--- src/inc/diag_chop_pkg.sv ---
// Package with register map, field layout, reset values and carrier types of the diag/chop bank.
package diag_chop_pkg;

  // Printed register offsets are kept as word indices; the byte address is four times the index.
  localparam logic [9:0] DIAG_SELECT_INDEX = 10'h057;
  localparam logic [9:0] DELAY_CLOCK_INDEX = 10'h058;
  localparam logic [9:0] CHOP_RATE_INDEX = 10'h059;
  localparam int ADDR_WIDTH = 12;

  // Values after reset.
  localparam logic [7:0] DIAG_SELECT_RESET = 8'h00;
  localparam logic [7:0] DELAY_CLOCK_RESET = 8'h02;
  localparam logic [7:0] CHOP_RATE_RESET = 8'h0a;

  // Writable bit masks; all other bit positions read as zero.
  localparam logic [7:0] DIAG_SELECT_MASK = 8'h77;
  localparam logic [7:0] DELAY_CLOCK_MASK = 8'h0f;
  localparam logic [7:0] CHOP_RATE_MASK = 8'h0f;

  // Field positions.
  localparam int FIRST_CHECK_LSB = 0;
  localparam int SECOND_CHECK_LSB = 4;
  localparam int DELAY_ENABLE_LSB = 2;
  localparam int FIRST_CHOP_LSB = 2;
  localparam int SECOND_CHOP_LSB = 0;

  // Check selection codes.
  localparam logic [2:0] CODE_OFF = 3'h0;
  localparam logic [2:0] CODE_POS_FULL = 3'h3;
  localparam logic [2:0] CODE_NEG_FULL = 3'h4;
  localparam logic [2:0] CODE_ZERO = 3'h5;

  // Chop rate codes and half periods counted in sampler clock ticks.
  localparam logic [1:0] CHOP_DIV8 = 2'h1;
  localparam logic [1:0] CHOP_DIV32 = 2'h2;
  localparam logic [4:0] HALF_DIV8 = 5'h04;
  localparam logic [4:0] HALF_DIV32 = 5'h10;

  // AXI responses.
  localparam logic [1:0] RESP_OKAY = 2'h0;
  localparam logic [1:0] RESP_SLVERR = 2'h2;

  typedef enum logic [1:0] {CHECK_OFF, CHECK_POS_FULL, CHECK_NEG_FULL, CHECK_ZERO} check_type;

  // Per-channel control handed to the analog front end.
  typedef struct packed {
    check_type check;
    logic delayed_clock_en;
  } chan_ctrl_type;

  // Whole state of the register bank.
  typedef struct packed {
    logic [7:0] diag_check_voltage_select;
    logic [7:0] delayed_mod_clock_control;
    logic [7:0] chop_rate_control;
    logic awready;
    logic wready;
    logic aw_held;
    logic w_held;
    logic [ADDR_WIDTH-1:0] aw_addr;
    logic [7:0] w_byte;
    logic w_lane;
    logic bvalid;
    logic [1:0] bresp;
    logic arready;
    logic rvalid;
    logic [31:0] rdata;
    logic [1:0] rresp;
    chan_ctrl_type [3:0] chan_ctrl;
  } bank_state_type;

  // State of one chop phase generator.
  typedef struct packed {
    logic [4:0] count;
    logic phase;
  } chop_state_type;

endpackage

--- src/rtl/chop_phase_gen.sv ---
// Chop phase generator that toggles at the rate chosen by a two-bit chop rate field.
`timescale 1ns/1ps
`default_nettype none

module chop_phase_gen (
  // Clock and reset.
  input wire logic aclk,
  input wire logic aresetn,
  // Sampler clock tick and rate selection.
  input wire logic sampler_tick,
  input wire logic [1:0] rate,
  // Chop phase.
  output logic chop_phase
);

  diag_chop_pkg::chop_state_type state_reg;
  diag_chop_pkg::chop_state_type state_next;
  logic [4:0] half;

  // Half period follows the field; an undefined code parks the phase low.
  always_comb begin
    state_next = state_reg;
    half = 5'h00;
    case (rate)
      diag_chop_pkg::CHOP_DIV8: half = diag_chop_pkg::HALF_DIV8;
      diag_chop_pkg::CHOP_DIV32: half = diag_chop_pkg::HALF_DIV32;
      default: half = 5'h00;
    endcase
    if (half == 5'h00) begin
      state_next.count = 5'h00;
      state_next.phase = 1'b0;
    end else if (sampler_tick) begin
      if (state_reg.count >= half - 5'h01) begin
        state_next.count = 5'h00;
        state_next.phase = ~state_reg.phase;
      end else begin
        state_next.count = state_reg.count + 5'h01;
      end
    end
  end

  // State register.
  always_ff @(posedge aclk) begin
    if (!aresetn) begin
      state_reg <= '0;
    end else begin
      state_reg <= state_next;
    end
  end

  assign chop_phase = state_reg.phase;

endmodule

`default_nettype wire

--- src/rtl/diag_chop_regs.sv ---
// AXI4-Lite register bank for diagnostic check selection, delayed sampler clock and chopping.
//
// Our own choice: the AXI4-Lite slave port.
`timescale 1ns/1ps
`default_nettype none

// Contract
// - The check select register resets to zero so both groups start with no check voltage.
// - First group selection sits in bits 2:0 and second group selection in bits 6:4.
// - Selection code 000 is off, 011 positive full scale, 100 negative full scale, 101 zero scale.
// - Channels in the first mode group take the first selection, the others the second.
// - The delayed clock register resets to 0x02, leaving the delayed clock off everywhere.
// - Field 3:2 gives 00 none, 01 channels 0 and 1, 10 channels 2 and 3, 11 all channels.
// - The chop register resets to 0x0A with first group rate in 3:2 and second in 1:0.
// - A chop rate of 01 chops at the sampler clock over 8, 10 at the sampler clock over 32.
// - A channel gets the check voltage only while its own receive-enable bit is set.
module diag_chop_regs (
  // Clock and reset.
  input wire logic aclk,
  input wire logic aresetn,
  // AXI4-Lite write address and data.
  input wire logic awvalid,
  output logic awready,
  input wire logic [diag_chop_pkg::ADDR_WIDTH-1:0] awaddr,
  input wire logic [2:0] awprot,
  input wire logic wvalid,
  output logic wready,
  input wire logic [31:0] wdata,
  input wire logic [3:0] wstrb,
  // AXI4-Lite write response.
  output logic bvalid,
  input wire logic bready,
  output logic [1:0] bresp,
  // AXI4-Lite read.
  input wire logic arvalid,
  output logic arready,
  input wire logic [diag_chop_pkg::ADDR_WIDTH-1:0] araddr,
  input wire logic [2:0] arprot,
  output logic rvalid,
  input wire logic rready,
  output logic [31:0] rdata,
  output logic [1:0] rresp,
  // Channel setup held in registers outside this bank, and the sampler clock tick.
  input wire logic [3:0] chan_diag_receive,
  input wire logic [3:0] chan_second_group,
  input wire logic sampler_tick,
  // Controls to the channels.
  output diag_chop_pkg::chan_ctrl_type [3:0] chan_ctrl,
  output logic first_group_chop_phase,
  output logic second_group_chop_phase
);

  diag_chop_pkg::bank_state_type state_reg;
  diag_chop_pkg::bank_state_type state_next;
  // Write channel contents as seen this cycle, whether held from before or arriving now.
  logic aw_have;
  logic w_have;
  logic [diag_chop_pkg::ADDR_WIDTH-1:0] wr_addr;
  logic [7:0] wr_byte;
  logic wr_lane;
  logic [2:0] sel;
  logic ar_hit;

  // Maps a three-bit selection onto a check; unlisted codes fall back to off.
  function automatic diag_chop_pkg::check_type decode_check(input logic [2:0] code);
    case (code)
      diag_chop_pkg::CODE_POS_FULL: decode_check = diag_chop_pkg::CHECK_POS_FULL;
      diag_chop_pkg::CODE_NEG_FULL: decode_check = diag_chop_pkg::CHECK_NEG_FULL;
      diag_chop_pkg::CODE_ZERO: decode_check = diag_chop_pkg::CHECK_ZERO;
      default: decode_check = diag_chop_pkg::CHECK_OFF;
    endcase
  endfunction

  // Word index of a byte address; the low two bits are ignored.
  function automatic logic [9:0] word_index(input logic [diag_chop_pkg::ADDR_WIDTH-1:0] addr);
    word_index = addr[diag_chop_pkg::ADDR_WIDTH-1:2];
  endfunction

  // Register bank, bus handshakes and channel control decode in one pass.
  always_comb begin
    state_next = state_reg;
    aw_have = state_reg.aw_held | (awvalid & state_reg.awready);
    w_have = state_reg.w_held | (wvalid & state_reg.wready);
    wr_addr = state_reg.aw_held ? state_reg.aw_addr : awaddr;
    wr_byte = state_reg.w_held ? state_reg.w_byte : wdata[7:0];
    wr_lane = state_reg.w_held ? state_reg.w_lane : wstrb[0];
    sel = 3'h0;
    ar_hit = 1'b0;

    // Responses retire on their own handshake.
    if (state_reg.bvalid && bready) begin
      state_next.bvalid = 1'b0;
    end
    if (state_reg.rvalid && rready) begin
      state_next.rvalid = 1'b0;
    end

    // Address and data are taken in either order and held until both are present.
    if (awvalid && state_reg.awready) begin
      state_next.aw_held = 1'b1;
      state_next.aw_addr = awaddr;
    end
    if (wvalid && state_reg.wready) begin
      state_next.w_held = 1'b1;
      state_next.w_byte = wdata[7:0];
      state_next.w_lane = wstrb[0];
    end

    // Write commit; only byte lane 0 carries register data, so other lanes are dropped.
    // A write to an unmapped word still answers, with an error, so the master never hangs.
    if (aw_have && w_have && !state_reg.bvalid) begin
      state_next.aw_held = 1'b0;
      state_next.w_held = 1'b0;
      state_next.bvalid = 1'b1;
      state_next.bresp = diag_chop_pkg::RESP_OKAY;
      case (word_index(wr_addr))
        diag_chop_pkg::DIAG_SELECT_INDEX: begin
          if (wr_lane) begin
            state_next.diag_check_voltage_select = wr_byte & diag_chop_pkg::DIAG_SELECT_MASK;
          end
        end
        diag_chop_pkg::DELAY_CLOCK_INDEX: begin
          if (wr_lane) begin
            state_next.delayed_mod_clock_control = wr_byte & diag_chop_pkg::DELAY_CLOCK_MASK;
          end
        end
        diag_chop_pkg::CHOP_RATE_INDEX: begin
          if (wr_lane) begin
            state_next.chop_rate_control = wr_byte & diag_chop_pkg::CHOP_RATE_MASK;
          end
        end
        default: state_next.bresp = diag_chop_pkg::RESP_SLVERR;
      endcase
    end
    // Readiness comes from the next state so the readies stay registered outputs;
    // and a new write can be taken in the cycle right after each response, with no idle cycle.
    state_next.awready = !state_next.aw_held && !state_next.bvalid;
    state_next.wready = !state_next.w_held && !state_next.bvalid;

    // Read returns the stored fields with unused bits as zero; unmapped reads answer an error.
    if (arvalid && state_reg.arready) begin
      state_next.rvalid = 1'b1;
      state_next.rdata = 32'h0000_0000;
      ar_hit = 1'b1;
      case (word_index(araddr))
        diag_chop_pkg::DIAG_SELECT_INDEX: state_next.rdata[7:0] = state_reg.diag_check_voltage_select;
        diag_chop_pkg::DELAY_CLOCK_INDEX: state_next.rdata[7:0] = state_reg.delayed_mod_clock_control;
        diag_chop_pkg::CHOP_RATE_INDEX: state_next.rdata[7:0] = state_reg.chop_rate_control;
        default: ar_hit = 1'b0;
      endcase
      state_next.rresp = ar_hit ? diag_chop_pkg::RESP_OKAY : diag_chop_pkg::RESP_SLVERR;
    end
    // Only one read is in flight, so the address channel waits until the data are taken.
    state_next.arready = !state_next.rvalid;

    // Per-channel controls are rebuilt every cycle from the stored fields.
    for (int ch = 0; ch < 4; ch++) begin
      if (chan_second_group[ch]) begin
        sel = state_reg.diag_check_voltage_select[diag_chop_pkg::SECOND_CHECK_LSB +: 3];
      end else begin
        sel = state_reg.diag_check_voltage_select[diag_chop_pkg::FIRST_CHECK_LSB +: 3];
      end
      // A channel not enabled to receive stays off whatever the selection says.
      state_next.chan_ctrl[ch].check =
        chan_diag_receive[ch] ? decode_check(sel) : diag_chop_pkg::CHECK_OFF;
      // The delayed clock enables pair channels 0 and 1 against channels 2 and 3.
      case (state_reg.delayed_mod_clock_control[diag_chop_pkg::DELAY_ENABLE_LSB +: 2])
        2'h1: state_next.chan_ctrl[ch].delayed_clock_en = (ch < 2);
        2'h2: state_next.chan_ctrl[ch].delayed_clock_en = (ch >= 2);
        2'h3: state_next.chan_ctrl[ch].delayed_clock_en = 1'b1;
        default: state_next.chan_ctrl[ch].delayed_clock_en = 1'b0;
      endcase
    end
  end

  // State register with documented reset values.
  always_ff @(posedge aclk) begin
    if (!aresetn) begin
      // Clearing the whole struct first leaves every handshake and channel control idle.
      state_reg <= '0;
      state_reg.diag_check_voltage_select <= diag_chop_pkg::DIAG_SELECT_RESET;
      state_reg.delayed_mod_clock_control <= diag_chop_pkg::DELAY_CLOCK_RESET;
      state_reg.chop_rate_control <= diag_chop_pkg::CHOP_RATE_RESET;
    end else begin
      state_reg <= state_next;
    end
  end

  // Each group has its own divider, so a rate change in one never disturbs the other.
  // First group chop phase.
  chop_phase_gen first_chop (
    .aclk(aclk),
    .aresetn(aresetn),
    .sampler_tick(sampler_tick),
    .rate(state_reg.chop_rate_control[diag_chop_pkg::FIRST_CHOP_LSB +: 2]),
    .chop_phase(first_group_chop_phase)
  );

  // Second group chop phase.
  chop_phase_gen second_chop (
    .aclk(aclk),
    .aresetn(aresetn),
    .sampler_tick(sampler_tick),
    .rate(state_reg.chop_rate_control[diag_chop_pkg::SECOND_CHOP_LSB +: 2]),
    .chop_phase(second_group_chop_phase)
  );

  // Bus outputs come straight from the state register.
  assign awready = state_reg.awready;
  assign wready = state_reg.wready;
  assign bvalid = state_reg.bvalid;
  assign bresp = state_reg.bresp;
  assign arready = state_reg.arready;
  assign rvalid = state_reg.rvalid;
  assign rdata = state_reg.rdata;
  assign rresp = state_reg.rresp;
  assign chan_ctrl = state_reg.chan_ctrl;

endmodule

`default_nettype wire

--- config.mk ---
export PLATFORM = sky130hd
export DESIGN_NAME = diag_chop_regs
export DESIGN_NICKNAME = d
export VERILOG_FILES = /design/src/inc/diag_chop_pkg.sv /design/src/rtl/chop_phase_gen.sv /design/src/rtl/diag_chop_regs.sv
export SDC_FILE = /design/constraint.sdc
export NUM_CORES = 1
export LEC_CHECK = 0
export ABC_AREA = 1
export BUFFER_PORTS_ARGS = -buffer_cell sky130_fd_sc_hd__buf_2
export CAP_MARGIN = 40
export CELL_PAD_IN_SITES_DETAIL_PLACEMENT = 1
export CELL_PAD_IN_SITES_GLOBAL_PLACEMENT = 1
export CORE_ASPECT_RATIO = 2
export CORE_MARGIN = 1
export CORE_UTILIZATION = 32
export CTS_BUF_LIST = sky130_fd_sc_hd__clkbuf_8
export CTS_CLUSTER_DIAMETER = 30
export DETAILED_ROUTE_END_ITERATION = 12
export GPL_TIMING_DRIVEN = 0
export PLACE_DENSITY_LB_ADDON = 0.1
export SLEW_MARGIN = 20
export SYNTH_ARGS = -nofsm -noshare
export SYNTH_HDL_FRONTEND = slang
export SYNTH_SLANG_ARGS = --single-unit
--- constraint.sdc ---
create_clock -name aclk -period 1.5 [get_ports aclk]
set_input_delay 0.225 -clock aclk [delete_from_list [all_inputs] [get_ports aclk]]
set_output_delay 0.225 -clock aclk [all_outputs]
set_load 0.05 [all_outputs]
==> results of run 1 <==
## synthesized netlist by cell type
| cell type | number | area share [%] |
|---|---|---|
| sky130_fd_sc_hd__nand3_1 | 35 | 4.5 |
| sky130_fd_sc_hd__nor4_1 | 1 | 0.16 |
| sky130_fd_sc_hd__o21ai_1 | 1 | 0.13 |
| sky130_fd_sc_hd__o21ai_0 | 42 | 5.4 |
| sky130_fd_sc_hd__nand3b_1 | 1 | 0.19 |
| sky130_fd_sc_hd__xor2_1 | 4 | 0.91 |
| sky130_fd_sc_hd__a211oi_1 | 4 | 0.78 |
| sky130_fd_sc_hd__a21oi_1 | 23 | 3.0 |
| sky130_fd_sc_hd__nand2_4 | 2 | 0.58 |
| sky130_fd_sc_hd__buf_6 | 1 | 0.29 |
| sky130_fd_sc_hd__nand3_4 | 3 | 1.4 |
| sky130_fd_sc_hd__buf_2 | 2 | 0.26 |
| sky130_fd_sc_hd__dfxtp_1 | 70 | 36 |
| sky130_fd_sc_hd__buf_4 | 48 | 9.3 |
| sky130_fd_sc_hd__inv_1 | 57 | 5.5 |
| sky130_fd_sc_hd__nor2_4 | 4 | 1.2 |
| sky130_fd_sc_hd__nor2_8 | 1 | 0.52 |
| sky130_fd_sc_hd__nand2_2 | 10 | 1.6 |
| sky130_fd_sc_hd__conb_1 | 1 | 0.097 |
| sky130_fd_sc_hd__a21oi_2 | 1 | 0.23 |
| sky130_fd_sc_hd__clkbuf_1 | 7 | 0.68 |
| sky130_fd_sc_hd__xnor2_1 | 2 | 0.45 |
| sky130_fd_sc_hd__nand4_1 | 8 | 1.3 |
| sky130_fd_sc_hd__or2_2 | 6 | 0.97 |
| sky130_fd_sc_hd__nand2_1 | 118 | 11 |
| sky130_fd_sc_hd__inv_2 | 3 | 0.29 |
| sky130_fd_sc_hd__nor3_1 | 5 | 0.65 |
| sky130_fd_sc_hd__clkinv_1 | 1 | 0.097 |
| sky130_fd_sc_hd__ha_1 | 8 | 2.6 |
| sky130_fd_sc_hd__nor2_2 | 5 | 0.81 |
| sky130_fd_sc_hd__nand2_8 | 1 | 0.52 |
| sky130_fd_sc_hd__nor2_1 | 70 | 6.8 |
| sky130_fd_sc_hd__inv_8 | 1 | 0.29 |
| sky130_fd_sc_hd__buf_1 | 1 | 0.097 |
| sky130_fd_sc_hd__mux2i_1 | 2 | 0.52 |
## area by class of cell
cell class / count / area, um^2
Buffer: 59 / 417
Clock buffer: 12 / 165
Clock inverter: 2 / 8.76
Fill cell: 1554 / 6850
Inverter: 62 / 245
Multi-Input combinational cell: 386 / 2090
Sequential cell: 70 / 1410
Tap cell: 145 / 181
Timing Repair Buffer: 76 / 399
## worst register-to-register path, cell delays in order (launching register included)
cell                       delay, ns
sky130_fd_sc_hd__dfxtp_2        0.34
sky130_fd_sc_hd__buf_8          0.14
sky130_fd_sc_hd__clkinv_8       0.09
sky130_fd_sc_hd__nand2_4        0.07
sky130_fd_sc_hd__nand2_4        0.05
sky130_fd_sc_hd__nor2_4         0.10
sky130_fd_sc_hd__nand2_2        0.08
sky130_fd_sc_hd__nor2_4         0.19
sky130_fd_sc_hd__buf_4          0.15
sky130_fd_sc_hd__nand4_1        0.07
sky130_fd_sc_hd__nand2_1        0.08
sky130_fd_sc_hd__nor2_1         0.04
## metal layers
layer | GRT usage (%) | wire, um
met1 | 15.2 | 3560
met2 | 37.8 | 6580
met3 | 3.42 | 266
met4 | 7.01 | 256
met5 | 0 | 0
## timing repair
action / in CTS / in global routing
pin swaps: 1 / 18
setup endpoints to repair: 21 / 28
gates resized for setup: 9 / 44
buffers inserted: 2 / 4
endpoints found under the hold margin: 0 / 0
cloned: 0 / 2
## worst paths after layout
kind,cells past startpoint,startpoint,end
hold / removal,3,awaddr[6],state_reg[66]
hold reg to reg,2,state_reg[67],state_reg[67]
setup reg to reg,11,state_reg[73],state_reg[94]
setup / recovery,11,state_reg[73],state_reg[94]
## cell usage in the layout (no fill, tap or decap), types with 5 or more instances in the layout
master and instances:
sky130_fd_sc_hd__or2_2 6, sky130_fd_sc_hd__dfxtp_1 62, sky130_fd_sc_hd__clkbuf_1 6, sky130_fd_sc_hd__nand2_4 9, sky130_fd_sc_hd__nand4_1 8, sky130_fd_sc_hd__nor3_1 5, sky130_fd_sc_hd__nand2_1 104, sky130_fd_sc_hd__dfxtp_2 8
sky130_fd_sc_hd__nand3_1 33, sky130_fd_sc_hd__conb_1 27, sky130_fd_sc_hd__a21oi_1 22, sky130_fd_sc_hd__o21ai_0 42, sky130_fd_sc_hd__nor2_1 64, sky130_fd_sc_hd__clkbuf_8 12, sky130_fd_sc_hd__nor2_4 7, sky130_fd_sc_hd__buf_2 72
sky130_fd_sc_hd__buf_4 53, sky130_fd_sc_hd__inv_2 9, sky130_fd_sc_hd__nor2_2 9, sky130_fd_sc_hd__nand2_2 17, sky130_fd_sc_hd__inv_1 53
## stage by stage
| stage | utilization [%] | power, uW | setup TNS [ns] | hold slack, ns | instances |
|---|---|---|---|---|---|
| after floorplan | - | 2740 | 0 | 0.368 | 575 |
| after global placement | 38.2 | 2960 | -1.78 | 0.439 | 790 |
| after detailed placement | 38.2 | 2980 | -2.23 | 0.452 | 790 |
| after CTS | 40.0 | 4410 | 0 | 0.102 | 806 |
| after global routing | 41.8 | 4620 | -0.764 | 0.118 | 812 |
| final | 41.8 | 4380 | 0 | 0.121 | 812 |
## report_power, final
part           switching [uW]  internal [uW]  total (uW)
Sequential               51.0           1950        2010
Clock                     692            709        1400
Combinational             678            298         976
Total                    1420           2960        4380
## logic make-up (layout without fill, tap and decap cells)
group / count (synthesis) / after routing / share of synthesized area, %
AO/OA/AOI/OAI: 71 / 71 / 9.56
XOR/XNOR: 6 / 6 / 1.36
adder cells (fa/ha/maj): 8 / 8 / 2.59
buffers and inverters: 121 / 211 / 16.9
flip-flops: 70 / 70 / 36.3
multiplexers: 2 / 2 / 0.519
other: 1 / 27 / 0.0972
AND/OR/NAND/NOR: 270 / 272 / 32.7
==> impl_metrics.xml, run 1 <==
<?xml version="1.0" encoding="UTF-8"?>
<metrics>
  <group name="worst_setup_path">
    <metric name="slowest_delay" unit="ns">0.34</metric>
    <metric name="worstPathMaxFanout" unit="">8</metric>
    <metric name="timing.critical_path.buf_inv" unit="">3</metric>
    <metric name="crit_path_cell_trace" unit="">buf_8 -&gt; clkinv_8 -&gt; nand2_4 -&gt; nand2_4 -&gt; nor2_4 -&gt; nand2_2 -&gt; nor2_4 -&gt; buf_4 -&gt; nand4_1 -&gt; nand2_1 -&gt; nor2_1</metric>
    <metric name="crit_path_top_delay_cell" unit="">sky130_fd_sc_hd__dfxtp_2</metric>
    <metric name="cp-end-kind" unit="">flip-flop</metric>
    <metric name="r2r_setup_slack" unit="ns">0.01</metric>
    <metric name="required" unit="ns">1.74</metric>
    <metric name="timing_worst_setup_path_type" unit="">flip-flop to flip-flop</metric>
    <metric name="worst_ep_arrival_time" unit="ns">1.73</metric>
    <metric name="type_of_origin_of_the_critical_path" unit="">flip-flop</metric>
    <metric name="critPathTopFamily" unit="">simple AND/OR/NAND/NOR gates</metric>
  </group>
  <group name="global_routing">
    <metric name="grt_overflow_total" unit="">0</metric>
    <metric name="grt.total_usage" unit="%">17.9</metric>
    <metric name="global_route_wire_length_before_repair" unit="um">16900</metric>
    <metric name="largest_net_degree_at_the_start_of_global_routing" unit="">11</metric>
    <metric name="first_global_vias" unit="">3721</metric>
    <metric name="antenna_found_initial" unit="">0</metric>
  </group>
  <group name="synthesis">
    <metric name="mappedNetlistArea" unit="um^2">3860</metric>
    <metric name="syn_avg_cell_area" unit="um^2">7.03</metric>
    <metric name="yosys_reg_bits" unit="">70</metric>
    <metric name="synthCells" unit="">549</metric>
    <metric name="synth.yosys.warnings" unit="">0</metric>
    <metric name="synth.distinct_cells" unit="">35</metric>
    <metric name="synth_sequential_area_ratio" unit="%">36.3</metric>
  </group>
  <group name="floorplanning">
    <metric name="core" unit="um^2">11800</metric>
    <metric name="initial_utilization" unit="%">32.8</metric>
    <metric name="die_y" unit="um">157</metric>
    <metric name="die_x" unit="um">79.7</metric>
    <metric name="fp.dieArea" unit="um^2">12500</metric>
    <metric name="fp-row-count" unit="">56</metric>
    <metric name="ios" unit="">137</metric>
  </group>
  <group name="cts">
    <metric name="cts.htree.levels" unit="">3</metric>
    <metric name="tritoncts" unit="">yes</metric>
    <metric name="clock-root-buffer" unit="">sky130_fd_sc_hd__clkbuf_8</metric>
    <metric name="cts_buffers" unit="">9</metric>
    <metric name="clk_transition_reported_paths" unit="ns">0.07</metric>
    <metric name="cts_num_sinks" unit="">70</metric>
    <metric name="postCtsHoldBufs" unit="">0</metric>
    <metric name="worstSkewPairLatency" unit="ns">0.35</metric>
    <metric name="clock_path_buffers" unit="">2</metric>
  </group>
  <group name="power">
    <metric name="irDropWorstVdd" unit="mV">0.467</metric>
    <metric name="cellPowerDensity" unit="nW/um^2">891</metric>
    <metric name="cellLeakagePower" unit="uW">0.00240</metric>
  </group>
  <group name="sta">
    <metric name="timing.final.crit_share" unit="%">99.2</metric>
    <metric name="final_report_max_slew_violation_count" unit="">0</metric>
    <metric name="final-setup-viol-count" unit="">0</metric>
    <metric name="grt_setup_unrepaired" unit="">true</metric>
    <metric name="layout_setup_ws" unit="ns">0.0123</metric>
    <metric name="clock.fmax" unit="MHz">672</metric>
    <metric name="finalWorstPathRequiredPeriod" unit="ns">1.49</metric>
    <metric name="worstMarginPinSlew" unit="ns">0.666</metric>
    <metric name="timing.slew.headroom" unit="%">55.6</metric>
    <metric name="clock-skew-final" unit="ns">0.0125</metric>
    <metric name="hold_violations" unit="">0</metric>
  </group>
  <group name="layout">
    <metric name="drive_gt1_share" unit="%">33.3</metric>
    <metric name="antenna-diode-count" unit="">0</metric>
    <metric name="area_growth_syn_to_layout" unit="%">27.4</metric>
    <metric name="post-route-cell-area" unit="um^2">4920</metric>
    <metric name="nNetsFinal" unit="">754</metric>
    <metric name="largest_register_ff_count" unit="">34</metric>
  </group>
  <group name="routing">
    <metric name="drt-total-wl" unit="um">10700</metric>
    <metric name="drt_iter0_drc" unit="">59</metric>
    <metric name="route.vias.total" unit="">3710</metric>
    <metric name="pre_repair_dr_iteration_count" unit="">4</metric>
    <metric name="drt-wirelength-per-cell" unit="um">13.1</metric>
    <metric name="post-route-drc-count" unit="">0</metric>
    <metric name="via_per_inst" unit="">4.57</metric>
    <metric name="final_antenna_net_count" unit="">0</metric>
  </group>
  <group name="run_status">
    <metric name="run_status" unit="">finished clean</metric>
  </group>
  <group name="placed_design">
    <metric name="hpwlAfterDp" unit="um">8550</metric>
    <metric name="pre_cts_ws" unit="ns">-0.320</metric>
    <metric name="last_weighted_congestion_value_of_the_routability_driven_placer" unit="">0.864</metric>
    <metric name="placed_cell_area" unit="um^2">4490</metric>
    <metric name="buffer_ports.inserted" unit="">70</metric>
  </group>
  <group name="worst_hold_path">
    <metric name="hold_class" unit="">primary input to flip-flop</metric>
  </group>
  <group name="run">
    <metric name="max_cap_viol_count" unit="">0</metric>
  </group>
</metrics>
No activity file was read; power rests on OpenSTA's default activity.
==> run 2: changes to the inputs <==
Settings changed: ABC_AREA 1 to default, CELL_PAD_IN_SITES_DETAIL_PLACEMENT 1 to default, CELL_PAD_IN_SITES_GLOBAL_PLACEMENT 1 to default, CORE_UTILIZATION 32 to 33, PLACE_DENSITY_LB_ADDON 0.1 to default.
==> impl_metrics.xml, run 2 <==
<?xml version="1.0" encoding="UTF-8"?>
<metrics>
  <group name="placed_design">
    <metric name="pre_cts_ws" unit="ns">-0.229</metric>
    <metric name="placed_cell_area" unit="um^2">4310</metric>
    <metric name="buffer_ports.inserted" unit="">71</metric>
    <metric name="last_weighted_congestion_value_of_the_routability_driven_placer" unit="">0.762</metric>
    <metric name="hpwlAfterDp" unit="um">6870</metric>
  </group>
  <group name="floorplanning">
    <metric name="core" unit="um^2">10500</metric>
    <metric name="ios" unit="">137</metric>
    <metric name="fp.dieArea" unit="um^2">11300</metric>
    <metric name="fp-row-count" unit="">53</metric>
    <metric name="initial_utilization" unit="%">34.0</metric>
    <metric name="die_x" unit="um">75.7</metric>
    <metric name="die_y" unit="um">149</metric>
  </group>
  <group name="power">
    <metric name="totalPowerFinal" unit="uW">4500</metric>
    <metric name="irDropWorstVdd" unit="mV">0.657</metric>
    <metric name="cellLeakagePower" unit="uW">0.00222</metric>
    <metric name="cellPowerDensity" unit="nW/um^2">920</metric>
  </group>
  <group name="cts">
    <metric name="cts_num_sinks" unit="">70</metric>
    <metric name="postCtsHoldBufs" unit="">0</metric>
    <metric name="cts_buffers" unit="">9</metric>
    <metric name="clk_transition_reported_paths" unit="ns">0.08</metric>
    <metric name="cts.htree.levels" unit="">3</metric>
    <metric name="clock-root-buffer" unit="">sky130_fd_sc_hd__clkbuf_8</metric>
    <metric name="worstSkewPairLatency" unit="ns">0.35</metric>
    <metric name="tritoncts" unit="">yes</metric>
    <metric name="clock_path_buffers" unit="">2</metric>
  </group>
  <group name="synthesis">
    <metric name="synthCells" unit="">405</metric>
    <metric name="ys_async_sr_fraction" unit="%">0</metric>
    <metric name="synth_sequential_area_ratio" unit="%">39.1</metric>
    <metric name="yosysMostFrequentCell" unit="">sky130_fd_sc_hd__nand2_1</metric>
    <metric name="syn_avg_cell_area" unit="um^2">8.86</metric>
    <metric name="synthTopCellsByArea" unit="">sky130_fd_sc_hd__dfxtp_1, sky130_fd_sc_hd__buf_4, sky130_fd_sc_hd__nand2_1, sky130_fd_sc_hd__mux2i_1, sky130_fd_sc_hd__a21oi_1</metric>
    <metric name="synth_top_area_cell" unit="">sky130_fd_sc_hd__dfxtp_1</metric>
    <metric name="synth_top_area_share" unit="%">39.1</metric>
    <metric name="yosys_reg_bits" unit="">70</metric>
    <metric name="synth.yosys.warnings" unit="">0</metric>
    <metric name="ys_top_cells_by_count" unit="">sky130_fd_sc_hd__nand2_1, sky130_fd_sc_hd__dfxtp_1, sky130_fd_sc_hd__buf_4, sky130_fd_sc_hd__a21oi_1, sky130_fd_sc_hd__nor2_1</metric>
    <metric name="synth.distinct_cells" unit="">61</metric>
    <metric name="synth_edf_count" unit="">0</metric>
    <metric name="synthFlopType" unit="">sky130_fd_sc_hd__dfxtp_1</metric>
    <metric name="mappedNetlistArea" unit="um^2">3590</metric>
  </group>
  <group name="global_routing">
    <metric name="largest_net_degree_at_the_start_of_global_routing" unit="">13</metric>
    <metric name="first_global_vias" unit="">3138</metric>
    <metric name="global_route_wire_length_before_repair" unit="um">14200</metric>
    <metric name="grt.total_usage" unit="%">16.8</metric>
    <metric name="grt_overflow_total" unit="">0</metric>
    <metric name="antenna_found_initial" unit="">0</metric>
  </group>
  <group name="sta">
    <metric name="final-setup-viol-count" unit="">26</metric>
    <metric name="setup_tns" unit="ns">-1.83</metric>
    <metric name="final_report_max_slew_violation_count" unit="">0</metric>
    <metric name="timing.final.crit_share" unit="%">110</metric>
    <metric name="clock-skew-final" unit="ns">0.00834</metric>
    <metric name="finalWorstPathRequiredPeriod" unit="ns">1.65</metric>
    <metric name="timing.slew.headroom" unit="%">58.3</metric>
    <metric name="hold_violations" unit="">0</metric>
    <metric name="clock.fmax" unit="MHz">605</metric>
    <metric name="layout_setup_ws" unit="ns">-0.152</metric>
    <metric name="worstMarginPinSlew" unit="ns">0.624</metric>
    <metric name="grt_setup_unrepaired" unit="">true</metric>
  </group>
  <group name="worst_setup_path">
    <metric name="timing.critical_path.buf_inv" unit="">2</metric>
    <metric name="crit_path_top_delay_cell" unit="">sky130_fd_sc_hd__dfxtp_2</metric>
    <metric name="type_of_origin_of_the_critical_path" unit="">flip-flop</metric>
    <metric name="crit_path_cell_trace" unit="">buf_6 -&gt; nor4b_4 -&gt; o22ai_4 -&gt; nor4_4 -&gt; buf_4 -&gt; mux2i_1</metric>
    <metric name="slowest_delay" unit="ns">0.34</metric>
    <metric name="required" unit="ns">1.77</metric>
    <metric name="worst_ep_arrival_time" unit="ns">1.92</metric>
    <metric name="worstPathMaxFanout" unit="">4</metric>
    <metric name="critPathTopFamily" unit="">simple AND/OR/NAND/NOR gates</metric>
    <metric name="timing_worst_setup_path_type" unit="">flip-flop to flip-flop</metric>
    <metric name="cp-end-kind" unit="">flip-flop</metric>
  </group>
  <group name="worst_hold_path">
    <metric name="hold_class" unit="">primary input to flip-flop</metric>
  </group>
  <group name="routing">
    <metric name="post-route-drc-count" unit="">0</metric>
    <metric name="drt_iter0_drc" unit="">110</metric>
    <metric name="route.vias.total" unit="">3096</metric>
    <metric name="pre_repair_dr_iteration_count" unit="">6</metric>
    <metric name="via_per_inst" unit="">4.60</metric>
    <metric name="drt-wirelength-per-cell" unit="um">13.4</metric>
    <metric name="final_antenna_net_count" unit="">0</metric>
    <metric name="drt-total-wl" unit="um">8990</metric>
  </group>
  <group name="layout">
    <metric name="nNetsFinal" unit="">621</metric>
    <metric name="largest_register_ff_count" unit="">34</metric>
    <metric name="post-route-cell-area" unit="um^2">4900</metric>
    <metric name="area_growth_syn_to_layout" unit="%">36.6</metric>
    <metric name="antenna-diode-count" unit="">0</metric>
    <metric name="drive_gt1_share" unit="%">40.3</metric>
    <metric name="most-common-layout-cells" unit="">sky130_fd_sc_hd__nand2_1, sky130_fd_sc_hd__buf_2, sky130_fd_sc_hd__buf_4</metric>
    <metric name="finish.utilization" unit="%">46.5</metric>
  </group>
  <group name="run">
    <metric name="max_cap_viol_count" unit="">0</metric>
  </group>
  <group name="run_status">
    <metric name="violations" unit="">negative setup slack</metric>
    <metric name="run_status" unit="">complete, but fails checks</metric>
  </group>
</metrics>
[run 2: stage by stage]
| step | hold slack [ns] | instances |
|---|---|---|
| finish | 0.120 | 673 |
| global route | 0.118 | 673 |
| floorplan | 0.361 | 431 |
| global placement | 0.438 | 639 |
| CTS | 0.107 | 665 |
| detailed placement | 0.443 | 639 |
[run 2: logic make-up after synthesis]
kind of cell | count (synthesis) | synth area share, %
AO/OA/AOI/OAI | 68 | 13.3
flip-flops | 70 | 39.1
XOR/XNOR | 10 | 2.44
buffers and inverters | 68 | 12.4
adder cells (fa/ha/maj) | 8 | 2.79
other | 1 | 0.105
AND/OR/NAND/NOR | 155 | 22.7
multiplexers | 25 | 7.29
[run 2: worst min-delay path, delay by kind of cell]
family | cells | cell delay, ns
buf+inv | 1 | 0.10
simple gates | 1 | 0.05
compound gates | 1 | 0.05
[run 2: timing repair]
action | in CTS | in global routing
endpoints found under the setup margin | 25 | 28
resized for setup | 27 | 12
setup buffers | 10 | 8
cloned | 0 | 1
pin swaps | 19 | 9
[run 2: path summary, 6_finish.rpt]
kind | startpoint | cells past startpoint | to | slack, ns
worst min-delay path | awaddr[7] | 3 | state_reg[67] | 0.12
worst max register to register | state_reg[73] | 6 | state_reg[86] | -0.15
worst max-delay path | state_reg[73] | 6 | state_reg[86] | -0.15
worst min register to register | state_reg[67] | 2 | state_reg[67] | 0.45
[run 2: report_power, final]
| part | internal [uW] | switching (uW) | total [uW] |
|---|---|---|---|
| clock | 1100 | 739 | 1840 |
| combinational | 255 | 459 | 714 |
| sequential | 1920 | 40.2 | 1960 |
[run 2: cell type report]
type / count / area (um^2)
sequential: 70 / 1410
fill: 1005 / 5650
clock inverter: 7 / 113
tap: 137 / 171
clock buffer: 9 / 124
buffer: 60 / 420
timing repair buffer: 89 / 510
inverter: 8 / 35.0
multi-input combinational: 293 / 2110
[run 2: metal layers]
metal,global-route usage (%),vias to the layer above,wire (um)
met5,0,-,0
met1,16.2,1409,3210
met2,32.4,82,5280
met3,3.23,11,350
met4,7.50,0,148
li1,-,1594,-
